$ cat src/tps_pkg.sv
package tps_pkg;

   // sequencer states, gray coded from TPS_CLR through TPS_AVM to TPS_DONE
   typedef enum logic [2:0] {
      TPS_IDLE  = 3'b000,
      TPS_CLR   = 3'b001,
      TPS_STORE = 3'b011,
      TPS_AVM   = 3'b010,
      TPS_KEYS  = 3'b110,
      TPS_DONE  = 3'b111,
      TPS_EXT   = 3'b101,
      TPS_HALT  = 3'b100
   } tps_state_t;

   // complete state of the sequencer
   typedef struct packed {
      tps_state_t  st;
      logic [2:0]  pwr_sync;
      logic        pwr_on;
      logic [4:0]  mask;
      logic        local_f;
      logic [3:0]  lamps;
      logic        home;
      logic        gclr;
      logic [7:0]  echar;
      logic        evld;
      logic        halted;
      logic [1:0]  tsel;
      logic        tstart;
      logic [7:0]  nv_addr;
      logic        nv_ph;
      logic [7:0]  nv_sum;
      logic [7:0]  kchar;
      logic        kvld;
   } tps_regs_t;

endpackage

$ cat src/tps_far_side.sv
`timescale 1ns/1ps
// ************************************************************
// far side: settings store and test units
// ************************************************************
module tps_far_side import tps_pkg::*; #(
   parameter int NV_WORDS = 4
) (
   input  wire logic       clk,
   input  wire logic       rst_n,
   input  wire logic [7:0] nv_addr,
   input  wire logic [1:0] test_sel,
   input  wire logic       test_start,
   input  wire logic [3:0] pass_sel,
   input  wire logic       bad_sum,
   input  wire logic [7:0] base,
   input  wire logic [2:0] dly,
   output logic      [7:0] nv_data,
   output logic            test_done,
   output logic            test_pass
);
   logic       pend;
   logic [2:0] cnt;
   logic [1:0] sel_r;

   // ramp of words from base; last word holds the sum of the rest, bit 0 flipped when bad_sum is set
   function automatic logic [7:0] word(input logic [7:0] a);
      logic [7:0] s;
      s = 8'h00;
      for (int i = 0; i < NV_WORDS - 1; i++) s += base + 8'(3 * i);
      if (a < 8'(NV_WORDS - 1)) return base + 8'(3 * a);
      return s ^ {7'h00, bad_sum};
   endfunction

   // store answers a cycle late; a stale pass flag flips so it never lingers
   always_ff @(posedge clk or negedge rst_n) begin
      if (!rst_n) begin
         nv_data <= 8'h00;
         test_done <= 1'b0;
         test_pass <= 1'b0;
         pend <= 1'b0;
         cnt <= 3'h0;
         sel_r <= 2'h0;
      end else begin
         nv_data <= word(nv_addr);
         test_done <= 1'b0;
         test_pass <= ~test_pass;
         if (test_start) begin
            pend <= 1'b1;
            cnt <= dly;
            sel_r <= test_sel;
         end else if (pend && cnt == 3'h0) begin
            pend <= 1'b0;
            test_done <= 1'b1;
            test_pass <= pass_sel[sel_r];
         end else if (pend) begin
            cnt <= cnt - 3'h1;
         end
      end
   end
endmodule

$ cat config.mk
export PLATFORM = sky130hd
export DESIGN_NAME = tps_far_side
export DESIGN_NICKNAME = d
export VERILOG_FILES = /design/src/tps_pkg.sv /design/src/tps_far_side.sv
export SDC_FILE = /design/constraint.sdc
export NUM_CORES = 1
export LEC_CHECK = 0
export ABC_AREA = 1
export BUFFER_PORTS_ARGS = -buffer_cell sky130_fd_sc_hd__buf_2
export CORE_ASPECT_RATIO = 1.25
export CORE_MARGIN = 4
export CORE_UTILIZATION = 48
export DETAILED_ROUTE_END_ITERATION = 8
export HOLD_SLACK_MARGIN = 0.06
export MAX_ROUTING_LAYER = met4
export PLACE_DENSITY_LB_ADDON = 0.2
export SLEW_MARGIN = 0
export SYNTH_ARGS = -nofsm -noshare
export SYNTH_HDL_FRONTEND = slang
export SYNTH_SLANG_ARGS = --single-unit
$ cat constraint.sdc
create_clock -name clk -period 1.1 [get_ports clk]
set_input_delay 0.055 -clock clk [delete_from_list [all_inputs] [get_ports clk]]
set_output_delay 0.055 -clock clk [all_outputs]
set_load 0.05 [all_outputs]
* After elaboration in Yosys (flattened, before gate mapping)
Index checks and enable logic that the tools add are counted.
W data, S select, Z words.
** Storage, ports and cells
- Register bits after elaboration :: 16
- Bits in latches :: 0
- Bits in writable memories :: 0
- Bits in read-only memories :: 0
- Bits of input ports :: 29
- Output and inout bits :: 10
- Logic and storage cells :: 37
- Memories :: 0
** Operators by class
- Add/sub/neg operators :: 6
- $mul :: 1
- Divide/modulo/power cells :: 0
- Magnitude comparators :: 2
- Equal/unequal tests :: 1
- Shifts and indexed selects :: 0
- Mux-type cells :: 14
- Bitwise logic cells :: 2
- Reductions and logical operators :: 5
** Operator list (number)
- $add A8 B8 Y8 :: 3
- $mux W8 :: 2
- $mux W3 :: 3
- $add A8 B2 Y8 const B :: 1
- $add A8 B3 Y8 const B :: 1
- $lt A8 B2 Y1 const B :: 1
- $mul A2 B8 Y8 const A :: 1
- $mux W1 :: 8
- $xor A8 B1 Y8 :: 1
- $reduce_bool A2 Y1 :: 2
- $logic_not A3 Y1 :: 1
- $lt A2 B3 Y1 const B :: 1
- $sub A3 B1 Y3 const B :: 1
- $bmux W1 S2 :: 1
- $ne A2 B2 Y1 const B :: 1
- $reduce_and A2 Y1 :: 1
- $logic_and A1 B1 Y1 :: 1
- $not A1 Y1 :: 1

* Logic depth before layout (Yosys ltp)
Gate-level depths: netlist (run 1).
- Depth after elaboration :: 5
- Depth in mapped cells :: 11
- Gate-level depth less buffers :: 11

* Worst setup path before layout (run 1)
No wires, ideal clock.
- Path type :: input port to flip-flop
- From :: input nv_addr[0]
- To :: register nv_data[7]
- Library setup time :: 117 ps
- Data arrival time :: 1523 ps
- Data required time :: 983 ps
- Slack :: -540 ps
- Stages :: 9
- Cells stage by stage :: fa_1 > ha_1 > fa_1 > nand2_1 > nand2_1 > nand3_1 > nand3_1 > nand3_1 > nand2_1
** Between the ends
- Longest elaborated chain between the ends :: 4
- Elaborated cells between the ends (all ways) :: 6
- Those cells by class :: add/sub (1); mul (1); order compare (1); mux (3)
** Ends and longest elaborated chain
- start: declaration :: RTL line tps_far_side.sv:10 : input wire logic [7:0] nv_addr,
- $mul A2 B8 Y8 :: RTL line tps_far_side.sv:30 : if (a < 8'(NV_WORDS - 1)) return base + 8'(3 * a);
- $add A8 B8 Y8 :: RTL line tps_far_side.sv:30
- $mux W8 :: RTL line tps_far_side.sv:30
- $mux W8 * :: RTL line tps_far_side.sv:31 : return s ^ {7'h00, bad_sum};
- end signal: assignment :: RTL line tps_far_side.sv:44 : nv_data <= word(nv_addr);
- end: declaration :: RTL line tps_far_side.sv:17 : output logic [7:0] nv_data,
Every way passes the cells marked *; elsewhere a longest branch is shown, timed or not. The select of a mux whose other input is x is not followed.
A chain may end at the register's enable or synchronous reset.

* Worst setup path after layout (run 1)
- From :: input nv_addr[3]
- To :: register nv_data[7]
The elaborated chain is that of the path after synthesis.

==> results of run 1 <==
sequential cells by signal (all words and copies together), names as in the netlist:
register,cells
sel_r,2
nv_data,8
pend,1
test_done,1
test_pass,1
cnt,3
layout make-up:
class | instances | area (sq um) | area share [%]
Clock buffer | 4 | 55.1 | 2.43
Inverter | 32 | 120 | 5.30
Tap cell | 37 | 46.3 | 2.04
Sequential cell | 16 | 400 | 17.7
Timing Repair Buffer | 68 | 464 | 20.5
Multi-Input combinational cell | 155 | 1180 | 52.1
per-stage QoR:
stage,total power (W),worst slack [ps],cells
final,0.00327,-333,312
after global routing,0.00355,-379,312
after CTS,0.00326,-337,311
after detailed placement,0.00262,-639,304
after global placement,0.00258,-618,304
after floorplan,0.00205,-448,204
synth_stat cells (all sizes together):
master	count	share of area (%)
mux2	1	0.70
fa	8	9.9
or2	3	1.3
nand3b	2	1.7
xnor2	4	2.2
buf	1	0.31
xor2	3	1.6
dfrtp	16	25
o21ai	14	4.3
inv	32	7.4
ha	26	20
nor2	11	3.5
a21oi	5	1.5
o211ai	1	0.46
nand2	62	15
nand3	15	5.4
critical path, cell delays in order:
cell and delay (ps):
clkbuf_4 140, fa_1 520, ha_1 350, inv_1 70
nand2_1 110, nand3_2 100, nand2_1 60, nand2_1 50
nand3_1 70, nand2_1 50
power breakdown:
group	leakage, nW	switching [W]	internal, W
clock	0.0288	0.000182	0.000317
sequential	0.188	0.0000636	0.000763
combinational	1.03	0.00112	0.000817
total	1.25	0.00137	0.00190
cell families (layout without fill, tap and decap cells):
family | Yosys count | after routing | share of synthesized area [%]
AND/OR/NAND/NOR | 93 | 93 | 26.6
adder cells (fa/ha/maj) | 34 | 34 | 30.0
buffers and inverters | 33 | 104 | 7.74
AO/OA/AOI/OAI | 20 | 20 | 6.35
flip-flops | 16 | 16 | 24.8
XOR/XNOR | 7 | 7 | 3.79
multiplexers | 1 | 1 | 0.697
timing repair:
action,4_1_cts,5_1_grt
endpoints found under the hold margin,18,0
pin swaps,14,3
hold buffers,3,0
setup endpoints to repair,12,12
buffers inserted,1,2
resized for setup,23,6
how the worst max path moves through the flow:
stage	startpoint	depth (start not counted)	to	slack, ps
2_1_floorplan	nv_addr[0]	9	nv_data[7]	-450
3_3_place_gp	nv_addr[0]	10	nv_data[7]	-620
3_5_place_dp	nv_addr[0]	10	nv_data[7]	-640
4_1_cts	base[1]	11	nv_data[7]	-340
5_1_grt	base[1]	11	nv_data[7]	-380
6_report	nv_addr[3]	10	nv_data[7]	-330
metal layers:
layer / routed length, um / GRT usage [%] / up-vias
met4: 53 / 7.39 / 0
met3: 117 / 1.77 / 4
li1: - / - / 784
met5: 0 / - / -
met2: 1710 / 30.0 / 26
met1: 1410 / 19.5 / 662
==> impl_results.md, run 1 <==
* Clock buffer depth at 2
* Worst hold stages at 3
* Post-synthesis register bit count at 16
* Crit path kind: input pin to register
* Max-Cap Viols at 0
* Core Area at 0.00322 sq mm
* Mapped Cells at 204
* Area Overhead vs Synth at 40.3%
* Post-route cell area at 0.00227 sq mm
* Most frequent cells in the layout: nand2_1, buf_2, inv_1, buf_4, ha_1
* Worst Hold Class: input pin to register
* Vias/cell at 4.73
* Fin crit share at 130%
* Worst reg-to-reg setup slack at -160 ps
* FMAX at 0.698 GHz
* Dpl hpwl at 2730 um
* Vias in the first global route at 1381
* Sink Count at 16
* Final Critical Period at 1430 ps
* RSZ-0062 raised after global routing: true
* DR vias at 1476
* Die H at 72.9 um
* R2r worst-path depth at 9
* Commonest non-fill, non-tap cell in the layout: nand2_1
* Endpoint, Worst Hold: nv_data[0]
* Yosys warnings at 0
* RR Startpoint: cnt[0]
* Total CTS buffers at 3
* Die width at 59.9 um
* Sequential fraction of the synthesis area at 24.8%
* Final GP Congestion at 0.805
* Drt pass-1 iters at 4
* R2r endpoint: test_pass
* CP Data Required Time at 1240 ps
* Fill cells at 259
* Residual DRC count at 0
* Crit. End Element: register
* Layout cells sized above 1 at 36.0%
* Slew headroom at 77.6%
* 1st-iter DRT viols at 19
* Initial Util at 50.2%
* Worst Path Arrival at 1570 ps
* Hold Vio Cnt, Final at 0
* Synth Cell Area at 0.00162 sq mm
* GR Overflow Total at 0
* Nets at 339
* GRT Total Usage at 17.2%
* CTS tree: built
* CP startpoint kind: input pin
* Port bufs at 38
* Final core occ at 70.4%
* Pwr/cell area at 1440 mW/mm^2
* First-pass GRT wire length at 5600 um
* Syn_nets at 267
* FP Rows at 23
* DR WL/cell at 10.5 um
* CTS Root Cell: clkbuf_8
* Violated checks: negative setup slack
* CTS clock-pin slew for the worst setup and hold paths at 60 ps
* Peak fanout along the critical path at 3
* Top Ports at 39
* DRT antenna net count at 0
* Library cells used by synthesis at 24
* Dpl cell area at 0.00207 sq mm
* Slew @ Worst Pin at 336 ps
* Worst hold slack at 117 ps
* Final Setup Violations at 12
* Status: finished with violations
* P_leak at 1.25 nW
* Die Footprint at 0.00437 sq mm
* Largest net degree at the start of global routing at 17
* Setup ws final at -333 ps
* Sum Neg Setup Slack at -2190 ps
* Syn_area_per_cell at 7.92 sq um
* Hold Startpoint: bad_sum
* Final slew viol count at 0
* Max VDD drop at 1.43 mV
* Worst skew pair latency at 250 ps
* Post-Route WL at 3290 um
* H-tree depth at 1
* Skew final at 2.78 ps
* Ant. Diodes at 0
* Initial antenna violation count at 0
Note: power is estimated with default switching activity, not from simulation.
==> run 2, diff against run 1 <==
==> constraint.sdc (replaced) <==
create_clock -name clk -period 1.65 [get_ports clk]
set_input_delay 0.0825 -clock clk [delete_from_list [all_inputs] [get_ports clk]]
set_output_delay 0.0825 -clock clk [all_outputs]
set_load 0.05 [all_outputs]
==> run 2 against run 1 <==
The flow now finishes without violations. Setup slack better by 440 ps. Register-to-register slack better by 520 ps. Power is 42% lower. Global-route usage is 1.8 points lower. Die area stayed put. Sequential share of layout area is 2.6 points higher. Routed wire length is 14% lower. Sequential power is 33% lower. Final cell count is 7.1% lower. Final area is 13% lower. Largest cell class unchanged.
==> impl_results.md, run 2 (synthesis results as in run 1) <==
* Met1 Use GR at 19.1% (-0.36 points)
* CP startpoint: nv_addr[0]
* Status: complete, no violations
* Top Ports at 39 (unchanged)
* Initial antenna violation count at 0 (unchanged)
* Final slew viol count at 0 (unchanged)
* Die Footprint at 0.00437 sq mm (unchanged)
* Max-Cap Viols at 0 (unchanged)
* FP Rows at 23 (unchanged)
* Sum Neg Setup Slack at 0 ps (+2190 ps)
* Critical Path End: nv_data[7]
* Setup ws final at 110 ps (+443 ps)
* H-tree depth at 1 (unchanged)
* Peak fanout along the critical path at 2 (-1)
* Sink Count at 16 (unchanged)
* Top Usage Layer GRT: met2
* DRT antenna net count at 0 (unchanged)
* Max reg flops at 8 (unchanged)
* Max VDD drop at 0.909 mV (-36%)
* Fin crit share at 93.3%
* Biggest regs: nv_data: 8 flops, cnt: 3 flops, sel_r: 2 flops
* Vias in the first global route at 1273 (-7.8%)
* Core Area at 0.00322 sq mm (unchanged)
* Layout cells sized above 1 at 23.7% (-12 points)
* Dpl hpwl at 2530 um (-7.3%)
* Commonest non-fill, non-tap cell in the layout: nand2_1
* Worst Hold Class: input pin to register
* Pre-CTS setup slack at -188 ps (+451 ps)
* RR Startpoint: cnt[0]
* R2r endpoint: test_pass
* Ant. Diodes at 0 (unchanged)
* Post-Route WL at 2820 um (-14%)
* DR vias at 1380 (-6.5%)
* Final Critical Period at 1540 ps
* Port bufs at 38 (unchanged)
* Worst Path Arrival at 1670 ps (+100 ps)
* Postcts setup bufs at 0 (-1)
* GR Overflow Total at 0 (unchanged)
* Slew @ Worst Pin at 341 ps (+4.67 ps)
* DR WL/cell at 9.73 um (-7.7%)
* Residual DRC count at 0 (unchanged)
* Die width at 59.9 um (unchanged)
* RSZ-0062 raised after global routing: false
* CP startpoint kind: input pin
* Skew final at 0.328 ps (-2.46 ps)
* Crit. End Element: register
* Met2 GRT Util at 25.5% (-4.6 points)
* CTS Root Cell: clkbuf_8
* First-pass GRT wire length at 5100 um (-8.9%)
* Final Setup Violations at 0 (-12)
* Most frequent cells in the layout: nand2_1, buf_2, inv_1, ha_1, dfrtp_1
* Worst reg-to-reg setup slack at 360 ps (+520 ps)
* Biggest register: nv_data
* Worst hold slack at 71.7 ps (-45.4 ps)
* GRT Total Usage at 15.4% (-1.8 points)
* Slew headroom at 77.3% (-0.31 points)
* P_leak at 1.13 nW (-9.8%)
* CTS tree: built
* Largest net degree at the start of global routing at 17 (unchanged)
* Vias/cell at 4.76 (+0.59%)
* Tot Pwr at 0.00191 W (-42%)
* Crit path kind: input pin to register
* R2r worst-path depth at 9 (unchanged)
* Hold Vio Cnt, Final at 0 (unchanged)
* CTS clock-pin slew for the worst setup and hold paths at 60 ps (about the same)
* Clock buffer depth at 2 (unchanged)
* Area Overhead vs Synth at 22.1%
* Met3 usage at 1.59% (-0.18 points)
* Nets at 317 (-6.5%)
* Worst hold stages at 2 (-1)
* Final core occ at 61.2% (-9.2 points)
* 1st-iter DRT viols at 26 (+7)
* Initial Util at 50.2% (unchanged)
* Final GP Congestion at 0.832 (+3.4%)
* Die H at 72.9 um (unchanged)
* Total CTS buffers at 3 (unchanged)
* Pwr/cell area at 966 mW/mm^2 (-33%)
* CP Data Required Time at 1790 ps (+550 ps)
* FMAX at 0.650 GHz
* Worst skew pair latency at 240 ps (about the same)
* Drt pass-1 iters at 4 (unchanged)
[run 2: what timing repair did]
| action | in CTS | in global routing |
|---|---|---|
| hold endpoints to repair | 17 | 0 |
| hold buffers | 2 | 0 |
| setup endpoints to repair | 0 | 1 |
| resized for setup | 0 | 1 |
[run 2: power by group]
group	switching [W]	total [W]	internal (W)	leakage, nW
registers	0.0000417	0.000550	0.000509	0.188
clock network	0.000116	0.000328	0.000211	0.0288
logic	0.000658	0.00103	0.000371	0.909
total	0.000816	0.00191	0.00109	1.13
[run 2: per-layer routing]
layer  share of wire (%)  wire, um
met5                   0         0
met4                 1.2        34
met3                 4.6       130
met2                  50      1410
met1                  44      1250
[run 2: stage by stage]
stage	cell area (sq um)	instances
global placement	1900	284
detailed placement	1900	284
floorplan	1620	204
global route	1970	290
CTS	1970	290
finish	1970	290
[run 2: worst max-delay path, stage by stage]
cell     delay [ps]
buf_2           120
fa_1            480
ha_2            210
fa_2            340
nand2_1          70
nand2_1          70
nand3_1         100
nand3_1          90
nand3_1          70
nand2_1          50
[run 2: area by class of cell]
cell class / count / area [sq um]
Multi-Input combinational cell: 155 / 1100
Tap cell: 37 / 46.3
Inverter: 32 / 120
Sequential cell: 16 / 400
Timing Repair Buffer: 46 / 255
Fill cell: 316 / 1250
Clock buffer: 4 / 55.1
[run 2: worst min-delay path by stage]
stage	slack, ps	to	startpoint
2_1_floorplan	-210	cnt[0]	rst_n
3_3_place_gp	2	cnt[0]	rst_n
3_5_place_dp	3	cnt[0]	rst_n
4_1_cts	70	sel_r[1]	test_sel[1]
5_1_grt	70	sel_r[1]	test_sel[1]
6_report	70	sel_r[1]	test_sel[1]
